**src/hw/arb_timer_pkg.sv**
```systemverilog
/*
 * Constants, register map and carrier types of the serial bus arbiter
 * and bit timer. Assumes an APB master with 32-bit data and byte
 * addresses; registers take one aligned word each.
 */
package arb_timer_pkg;

    localparam int ADDR_W = 12;

    // Register byte offsets.
    localparam logic [ADDR_W-1:0] OFS_CTRL  = 12'h000;
    localparam logic [ADDR_W-1:0] OFS_COUNT = 12'h004;
    localparam logic [ADDR_W-1:0] OFS_IRQST = 12'h008;
    localparam logic [ADDR_W-1:0] OFS_IRQMK = 12'h00c;
    localparam logic [ADDR_W-1:0] OFS_CFG   = 12'h010;

    // Control and configuration register bit positions.
    localparam int CTRL_MODE_HI = 7;
    localparam int CTRL_MODE_LO = 6;
    localparam int CTRL_LOST    = 5;
    localparam int CTRL_CLK_SEL = 4;
    localparam int CTRL_DONE    = 3;
    localparam int CTRL_RUNNING = 2;
    localparam int CTRL_OVFL    = 1;
    localparam int CTRL_MSB     = 0;
    localparam int CFG_BAUD_SRC = 0;

    // Interrupt status and mask bit positions.
    localparam int IRQ_LOST = 0;
    localparam int IRQ_DONE = 1;
    localparam int IRQ_OVFL = 2;

    // Mode encodings.
    localparam logic [1:0] MODE_IDLE    = 2'h0;
    localparam logic [1:0] MODE_MEASURE = 2'h1;
    localparam logic [1:0] MODE_ARB     = 2'h2;

    // Arbitration sampling points and counter limit.
    localparam logic [8:0] ARB_SAMPLE_BUS = 9'h038;
    localparam logic [8:0] ARB_SAMPLE_PRE = 9'h008;
    localparam logic [8:0] COUNT_MAX      = 9'h1ff;

    // Default dividers.
    localparam logic [7:0] BUS_DIV_DEF = 8'h04;
    localparam logic [7:0] PRE_DIV_DEF = 8'h01;

    typedef struct packed {
        logic [ADDR_W-1:0] paddr;
        logic              psel;
        logic              penable;
        logic              pwrite;
        logic [31:0]       pwdata;
    } apb_req_type;

    typedef struct packed {
        logic [31:0] prdata;
        logic        pready;
        logic        pslverr;
    } apb_rsp_type;

    typedef struct packed {
        logic       rx_meta;
        logic       rx_sync;
        logic       rx_prev;
        logic       osc_meta;
        logic       osc_sync;
        logic       osc_prev;
        logic       tx_prev;
        logic [1:0] mode;
        logic       clk_sel;
        logic       baud_src;
        logic       lost;
        logic       done;
        logic       running;
        logic       ovfl;
        logic       low_seen;
        logic [8:0] count;
        logic [7:0] bus_div;
        logic [7:0] pre_div;
        logic       half;
        logic [2:0] irq_st;
        logic [2:0] irq_mask;
        logic [31:0] prdata;
        logic       pready;
        logic       pslverr;
        logic       tx_pin;
        logic       irq;
    } state_type;

    localparam state_type STATE_RESET = '0;

endpackage

```
**src/hw/arb_timer.sv**
```systemverilog
/*
 * Serial bus arbiter and bit timer with APB register access.
 * Assumes receive_line and oscillator_clock are asynchronous pins and
 * serial_tx_internal comes from the transmitter on pclk.
 */
`timescale 1ns/100ps
module arb_timer #(
    parameter logic [7:0] BUS_DIV = arb_timer_pkg::BUS_DIV_DEF,
    parameter logic [7:0] PRE_DIV = arb_timer_pkg::PRE_DIV_DEF
) (
    input  wire logic                       pclk,
    input  wire logic                       presetn,
    input  wire arb_timer_pkg::apb_req_type apb_req,
    output      arb_timer_pkg::apb_rsp_type apb_rsp,
    input  wire logic                       receive_line,
    input  wire logic                       oscillator_clock,
    input  wire logic                       serial_tx_internal,
    output      logic                       transmit_pin,
    output      logic                       irq
);
    import arb_timer_pkg::*;

    state_type s_r;
    state_type s_nxt;
    logic      rx_fall;
    logic      rx_rise;
    logic      tx_rise;
    logic      tx_fall;
    logic      bus_tick;
    logic      src_tick;
    logic      pre_tick;
    logic      cnt_tick;
    logic      setup;
    logic      wr;
    logic      wr_ctrl;
    logic      lost_ev;
    logic      done_ev;
    logic      ovfl_ev;
    logic [8:0] samp;

    // Decode an offset into a register index; 7 means unmapped.
    function automatic logic [2:0] decode(input logic [ADDR_W-1:0] a);
        case (a)
            OFS_CTRL:  decode = 3'h0;
            OFS_COUNT: decode = 3'h1;
            OFS_IRQST: decode = 3'h2;
            OFS_IRQMK: decode = 3'h3;
            OFS_CFG:   decode = 3'h4;
            default:   decode = 3'h7;
        endcase
    endfunction

    // Read mux over the current state.
    function automatic logic [31:0] rd_mux(input state_type s,
                                           input logic [2:0] idx);
        rd_mux = 32'h0000_0000;
        case (idx)
            3'h0: begin
                rd_mux[CTRL_MODE_HI] = s.mode[1];
                rd_mux[CTRL_MODE_LO] = s.mode[0];
                rd_mux[CTRL_LOST]    = s.lost;
                rd_mux[CTRL_CLK_SEL] = s.clk_sel;
                rd_mux[CTRL_DONE]    = s.done;
                rd_mux[CTRL_RUNNING] = s.running;
                rd_mux[CTRL_OVFL]    = s.ovfl;
                rd_mux[CTRL_MSB]     = s.count[8];
            end
            3'h1: rd_mux[7:0] = s.count[7:0];
            3'h2: rd_mux[2:0] = s.irq_st;
            3'h3: rd_mux[2:0] = s.irq_mask;
            3'h4: rd_mux[CFG_BAUD_SRC] = s.baud_src;
            default: rd_mux = 32'h0000_0000;
        endcase
    endfunction

    // Receive edge detection reads only the second synchroniser stage onward.
    assign rx_fall = s_r.rx_prev & ~s_r.rx_sync;
    assign rx_rise = ~s_r.rx_prev & s_r.rx_sync;
    assign tx_rise = ~s_r.tx_prev & serial_tx_internal;
    assign tx_fall = s_r.tx_prev & ~serial_tx_internal;

    // Bus clock divider tick, and the prescaler fed from either source.
    assign bus_tick = (s_r.bus_div == BUS_DIV - 8'h01);
    assign src_tick = s_r.baud_src ? (s_r.osc_sync & ~s_r.osc_prev)
                                   : 1'b1;
    assign pre_tick = src_tick & (s_r.pre_div == PRE_DIV - 8'h01);
    // Half of the prescaler output, or the bus clock divided.
    assign cnt_tick = s_r.clk_sel ? (pre_tick & s_r.half)
                                  : bus_tick;

    // The compare is made one tick early, so the sample lands on the very
    // tick at which the counter reaches the sampling point.
    assign samp = s_r.clk_sel ? ARB_SAMPLE_PRE : ARB_SAMPLE_BUS;

    // APB decode: the slave answers in the first access cycle.
    assign setup   = apb_req.psel & ~apb_req.penable;
    assign wr      = apb_req.psel & apb_req.penable & s_r.pready
                     & apb_req.pwrite;
    assign wr_ctrl = wr & (decode(apb_req.paddr) == 3'h0);

    // Next-state logic for counter, flags, registers and pins.
    always_comb begin
        s_nxt = s_r;
        lost_ev = 1'b0;
        done_ev = 1'b0;
        ovfl_ev = 1'b0;

        s_nxt.rx_meta  = receive_line;
        s_nxt.rx_sync  = s_r.rx_meta;
        s_nxt.rx_prev  = s_r.rx_sync;
        s_nxt.osc_meta = oscillator_clock;
        s_nxt.osc_sync = s_r.osc_meta;
        s_nxt.osc_prev = s_r.osc_sync;
        s_nxt.tx_prev  = serial_tx_internal;

        s_nxt.bus_div = bus_tick ? 8'h00 : s_r.bus_div + 8'h01;
        if (src_tick) begin
            s_nxt.pre_div = pre_tick ? 8'h00 : s_r.pre_div + 8'h01;
        end
        if (pre_tick) begin
            s_nxt.half = ~s_r.half;
        end

        // Free counting while running; a wrap raises overflow.
        if (s_r.running && cnt_tick) begin
            s_nxt.count = s_r.count + 9'h001;
            if (s_r.count == COUNT_MAX) begin
                ovfl_ev = 1'b1;
            end
        end

        // Control write clears the counter and the finish flags first.
        if (wr_ctrl) begin
            s_nxt.mode    = apb_req.pwdata[CTRL_MODE_HI:CTRL_MODE_LO];
            s_nxt.clk_sel = apb_req.pwdata[CTRL_CLK_SEL];
            s_nxt.count   = 9'h000;
            s_nxt.running = 1'b0;
            s_nxt.done    = 1'b0;
            s_nxt.ovfl    = 1'b0;
            if (!apb_req.pwdata[CTRL_MODE_HI]) begin
                s_nxt.lost = 1'b0;
            end
        end

        // Mode behaviour follows the mode held before any write.
        case (s_r.mode)
            MODE_MEASURE: begin
                if (!s_r.clk_sel) begin
                    if (!s_r.running && !s_r.done && rx_fall) begin
                        s_nxt.running = 1'b1;
                        s_nxt.count   = 9'h000;
                    end else if (s_r.running && rx_fall) begin
                        s_nxt.running = 1'b0;
                        done_ev       = 1'b1;
                    end
                end else begin
                    // A line already low starts at once.
                    if (!s_r.running && !s_r.done && !s_r.rx_sync) begin
                        s_nxt.running = 1'b1;
                        s_nxt.count   = 9'h000;
                    end else if (s_r.running && rx_rise) begin
                        s_nxt.running = 1'b0;
                        done_ev       = 1'b1;
                    end
                end
            end
            MODE_ARB: begin
                if (tx_rise) begin
                    s_nxt.running  = 1'b1;
                    s_nxt.count    = 9'h000;
                    s_nxt.low_seen = 1'b0;
                end else if (s_r.running) begin
                    if (!s_r.rx_sync) begin
                        s_nxt.low_seen = 1'b1;
                    end
                    if (tx_fall && !s_r.low_seen && s_r.rx_sync) begin
                        // Wait for the next transmit rising edge.
                        s_nxt.running = 1'b0;
                        s_nxt.count   = 9'h000;
                    end
                    if (cnt_tick && s_r.count == samp - 9'h001
                        && !s_r.rx_sync) begin
                        lost_ev = 1'b1;
                    end
                end
            end
            default: begin
                // Idle and the reserved code keep the counter cleared.
                s_nxt.running = 1'b0;
                s_nxt.count   = 9'h000;
            end
        endcase

        // Hardware sets win over software clears in the same cycle.
        if (lost_ev) begin
            s_nxt.lost = 1'b1;
        end
        if (done_ev) begin
            s_nxt.done = 1'b1;
        end
        if (ovfl_ev) begin
            s_nxt.ovfl = 1'b1;
        end

        // Other registers; status bits clear on writing one.
        if (wr) begin
            case (decode(apb_req.paddr))
                3'h2: s_nxt.irq_st = s_r.irq_st & ~apb_req.pwdata[2:0];
                3'h3: s_nxt.irq_mask = apb_req.pwdata[2:0];
                3'h4: s_nxt.baud_src = apb_req.pwdata[CFG_BAUD_SRC];
                default: s_nxt.irq_mask = s_r.irq_mask;
            endcase
        end
        s_nxt.irq_st[IRQ_LOST] = s_nxt.irq_st[IRQ_LOST] | lost_ev;
        s_nxt.irq_st[IRQ_DONE] = s_nxt.irq_st[IRQ_DONE] | done_ev;
        s_nxt.irq_st[IRQ_OVFL] = s_nxt.irq_st[IRQ_OVFL] | ovfl_ev;
        s_nxt.irq = |(s_nxt.irq_st & s_nxt.irq_mask);

        // Losing arbitration holds the pin recessive.
        s_nxt.tx_pin = s_nxt.lost | serial_tx_internal;

        // Read data is captured in setup, answered in the next cycle.
        s_nxt.pready  = setup;
        s_nxt.pslverr = setup & (decode(apb_req.paddr) == 3'h7);
        s_nxt.prdata  = setup ? rd_mux(s_r, decode(apb_req.paddr))
                              : 32'h0000_0000;
    end

    // The whole state is one register; reset loads constants only.
    always_ff @(posedge pclk or negedge presetn) begin
        if (!presetn) begin
            s_r <= STATE_RESET;
        end else begin
            s_r <= s_nxt;
        end
    end

    assign apb_rsp.prdata  = s_r.prdata;
    assign apb_rsp.pready  = s_r.pready;
    assign apb_rsp.pslverr = s_r.pslverr;
    assign transmit_pin    = s_r.tx_pin;
    assign irq             = s_r.irq;
endmodule

```
**config.mk**
```make
export PLATFORM = sky130hd
export DESIGN_NAME = arb_timer
export DESIGN_NICKNAME = d
export VERILOG_FILES = /design/src/hw/arb_timer_pkg.sv /design/src/hw/arb_timer.sv
export SDC_FILE = /design/constraint.sdc
export NUM_CORES = 1
export LEC_CHECK = 0
export ABC_AREA = 1
export BUFFER_PORTS_ARGS = -buffer_cell sky130_fd_sc_hd__buf_2
export CORE_MARGIN = 1
export CORE_UTILIZATION = 35
export CTS_BUF_LIST = sky130_fd_sc_hd__clkbuf_4
export CTS_CLUSTER_SIZE = 14
export DETAILED_ROUTE_END_ITERATION = 6
export SYNTH_ARGS = -nofsm -noshare
export SYNTH_HDL_FRONTEND = slang
export SYNTH_SLANG_ARGS = --single-unit
```
**constraint.sdc**
```tcl
create_clock -name pclk -period 1.81 [get_ports pclk]
set_input_delay 0.181 -clock pclk [delete_from_list [all_inputs] [get_ports pclk]]
set_output_delay 0.181 -clock pclk [all_outputs]
set_load 0.01 [all_outputs]
```
==> results.txt <==
- During synthesis, Yosys emitted a total of 0 warnings.
- The number of different library cells used by synthesis comes to 42.
- Combinational logic burns 6.0% of the power.
* Antenna violations before repair: 0
- In the post-route analysis, the smallest setup slack over all paths is 182.1 ps.
- Clock latency on the worst-skew pair: 390 ps
* Arrival time at the worst endpoint: 1940 ps
* Routed Antenna Nets: 0
- The die covers 10400 sq um.
- The number of antenna diodes in the final layout is 0.
* Mapped Area: 3500 sq um
- Flip-flop and latch count after synthesis: 60
* # rows: 36
* Mean Syn Cell Area: 8.453 sq um
- After the first detailed-routing iteration, the DRC count stood at 128.
- The die is 102.0 um wide.
- Via count of the routed design: 2644
- TritonCTS built the clock tree.
* Root Buffer Master: sky130_fd_sc_hd__clkbuf_4
- The share of the Yosys chip area taken by registers is 42.90%.
- The internal portion of the total power is 2.109 mW.
- Min-delay worst type: in2reg
- Top cell type by total area after synthesis: sky130_fd_sc_hd__dfrtp_1
- The worst path uses 89.94% of the clock period.
* Drt via density: 4.451
- Sum of routed wire segments on met1: 3.133 mm
- Final net count: 516
- Part of the total power dissipated in the clock network: 43.6%
* Aggregate global routing overflow: 0
* Skew final: 14.53 ps
* Met2 layer wire length in the routed design: 3.130 mm
- Static leakage power: 1.927 nW
* Share of async-settable or async-resettable flops after synthesis: 100.0%
- At the placement stage, the worst setup path has a slack of 198.0 ps.
- Power spread over the standard cell area amounts to 686.7 nW/um^2.
- At the end of routability-driven placement, the weighted congestion stood at 0.7817.
- For this run, the leading register cell type out of synthesis is sky130_fd_sc_hd__dfrtp_1.
- Net switching is 21.97% of the power.
- Worst Path Class, Setup: reg2reg
- Setup TNS: 0 ps
* Largest net degree at the start of global routing: 54
- Final setup fails: 0
- In this run the vertical extent of the chip is 102.0 um.
- Post-detailed-placement half-perimeter wirelength: 5.111 mm
- The first global-routing pass estimated 11.56 mm of wire.
* Result of the run: finished clean
- Counting flops with a built-in enable in the synthesized netlist gives 0.
- In this run the count of I/O pins placed on the die edge is 88.
- Relative to the synthesized area, the layout overhead comes to 12.48%.
- The top cell types in the final layout, fill and taps aside, are sky130_fd_sc_hd__nand2_1, sky130_fd_sc_hd__dfrtp_1, sky130_fd_sc_hd__inv_1.
* Layout cells sized above 1: 22.78%
* Post-route DRC: 0
* Final Hold Fails: 0
* Routed met3 length: 244 um
- Setup repair after global routing left no endpoint under its margin.
* Most frequent standard cell in the layout excluding fill and tap cells: sky130_fd_sc_hd__nand2_1
* DRT Wirelength: 6.594 mm
- I/O Buffers: 37
* Critical path fanouts, max: 9
- Max clock buf depth: 2
- STA classifies the critical path endpoint as a flop.
* Post-layout instance count excluding filler cells: 594
- Number of global-route vias before repair: 2605
- Sequential group share of total power: 50.4%
- DR pass1 iterations: 6
- Overall power consumption after layout is estimated at 2.703 mW.
- Number of buffers inserted to repair setup after CTS: 0
- Effective utilization at floorplan: 35.97%
- Number of resized instances in the post-cts repair step: 0
* Maxcap violations: 0
- Dividing the detail-routed wire length by the instance count gives 11.10 um.
- Achievable Freq: 614.3 MHz
- Placeable core region: 9729 sq um
- Clock-pin slew was measured on the worst setup and hold paths at 100 ps.
- Ranked by total cell area, the synthesized netlist is headed by sky130_fd_sc_hd__dfrtp_1, sky130_fd_sc_hd__nand2_1, sky130_fd_sc_hd__buf_4.
- Syn Inst Count: 414
* Net switching power of the design: 593.8 uW
- Max VDD drop: 0.0003108 V
- Total GRT Usage: 14.24%
* Non-Filler Cell Area, Final: 3936 sq um
- Number of buffers created by CTS: 9
- Req. time, crit path: 2120 ps
- Cell Area, Placed: 3690 sq um
- The synthesized design devotes to its leading area cell type 42.90% of total area.
- The tree built by TritonCTS fans out to 60 sinks.
- Number of pins exceeding their max-slew limit in the final report: 0
- # placed instances: 572
- Uppermost metal layer occupied by signal nets: met4
- Minimum clock period after layout: 1628 ps
- Type of element launching the critical path: flop
- # H-tree levels: 3
-- final timing paths --
| path | to | slack, ps | startpoint | depth (start not counted) |
|---|---|---|---|---|
| setup / recovery | s_r[61]$_DFF_PN0_ | 180 | s_r[75]$_DFFE_PN0P_ | 8 |
| hold / removal | s_r[76]$_DFFE_PN0P_ | 30 | apb_req[7] | 3 |
| setup reg to reg | s_r[61]$_DFF_PN0_ | 180 | s_r[75]$_DFFE_PN0P_ | 8 |
| hold reg to reg | s_nxt[78]$_DFF_PN0_ | 360 | s_nxt[79]$_DFF_PN0_ | 0 |
| max in group asynchronous | s_r[42]$_DFFE_PN0N_ | 1130 | presetn | 3 |
| min in group asynchronous | apb_rsp[0]$_DFF_PN0_ | 160 | presetn | 2 |
-- cell type report --
class / count / area, sq um
fill: 1007 / 5793
clock buffer: 10 / 75.07
multi-input combinational: 295 / 1627
tap: 133 / 166.4
sequential: 60 / 1501
clock inverter: 5 / 101.3
timing repair buffer: 46 / 282.8
inverter: 45 / 182.7
-- synth_stat cells, types with 2 or more instances --
master and n:
sky130_fd_sc_hd__nor3_2 3, sky130_fd_sc_hd__inv_1 39, sky130_fd_sc_hd__buf_4 36, sky130_fd_sc_hd__xor2_1 7
sky130_fd_sc_hd__nand3_2 5, sky130_fd_sc_hd__nor2_1 38, sky130_fd_sc_hd__nor2_4 7, sky130_fd_sc_hd__nand3_1 25
sky130_fd_sc_hd__nand3_4 2, sky130_fd_sc_hd__nand4_1 6, sky130_fd_sc_hd__nand3b_1 2, sky130_fd_sc_hd__o22ai_1 2
sky130_fd_sc_hd__nand2_2 11, sky130_fd_sc_hd__a21oi_2 3, sky130_fd_sc_hd__nand2_4 3, sky130_fd_sc_hd__ha_1 7
sky130_fd_sc_hd__o21a_1 2, sky130_fd_sc_hd__nor3_1 9, sky130_fd_sc_hd__o21ai_0 11, sky130_fd_sc_hd__nand4_4 2
sky130_fd_sc_hd__xnor2_1 3, sky130_fd_sc_hd__nor2_2 7, sky130_fd_sc_hd__dfrtp_1 60, sky130_fd_sc_hd__a21oi_1 12
sky130_fd_sc_hd__nand2_1 94, sky130_fd_sc_hd__inv_2 2
-- per-stage QoR --
step	hold WS [ps]	util [%]
finish	33.95	40.46
detailed placement	39.80	37.92
global route	35.09	40.46
global placement	38.50	37.92
CTS	9.022	40.46
floorplan	-114.6	-
-- worst max-delay path, stage by stage, from the launching register on --
cell                       delay [ps]
sky130_fd_sc_hd__dfrtp_1          420
sky130_fd_sc_hd__inv_1             80
sky130_fd_sc_hd__ha_1             170
sky130_fd_sc_hd__inv_1             70
sky130_fd_sc_hd__a21oi_1          190
sky130_fd_sc_hd__o21ai_0          130
sky130_fd_sc_hd__nand2_1          120
sky130_fd_sc_hd__nand3b_4         170
sky130_fd_sc_hd__nor3_2           200
-- state kept, by name (all words and copies together) (netlist names) --
signal	flops
apb_rsp	10
transmit_pin	1
s_r	44
s_nxt	4
irq	1
-- cells by family (layout without fill, tap and decap cells) --
logic type | count (synthesis) | count (layout) | synth area share (%)
adders and majority gates | 7 | 7 | 2.503
buffers and inverters | 82 | 106 | 13.09
AOI/OAI and AO/OA | 36 | 36 | 6.293
xor gates and xnor gates | 10 | 10 | 2.503
other | 1 | 24 | 0.1072
DFF | 60 | 60 | 42.90
and+or+nand+nor | 218 | 218 | 32.61
-- power by group through the flow --
stage	clock (mW)	combinational (mW)	sequential (mW)
after floorplan	0	0.115	1.39
after global placement	0	0.152	1.39
after detailed placement	0	0.154	1.39
after CTS	1.21	0.165	1.36
after global routing	1.27	0.185	1.37
final	1.18	0.161	1.36
-- metal layers --
metal | up-vias | GRT usage [%]
met5 | - | 0
met4 | 0 | 5.604
met1 | 1225 | 18.25
met2 | 53 | 23.59
met3 | 9 | 2.873
li1 | 1357 | -
-- repair_timing --
| item | in CTS | in global routing |
|---|---|---|
| hold buffers | 7 | 0 |
| endpoints found under the setup margin | 0 | 0 |
| hold endpoints to repair | 66 | 0 |
Power figures use the tool's default switching activity.
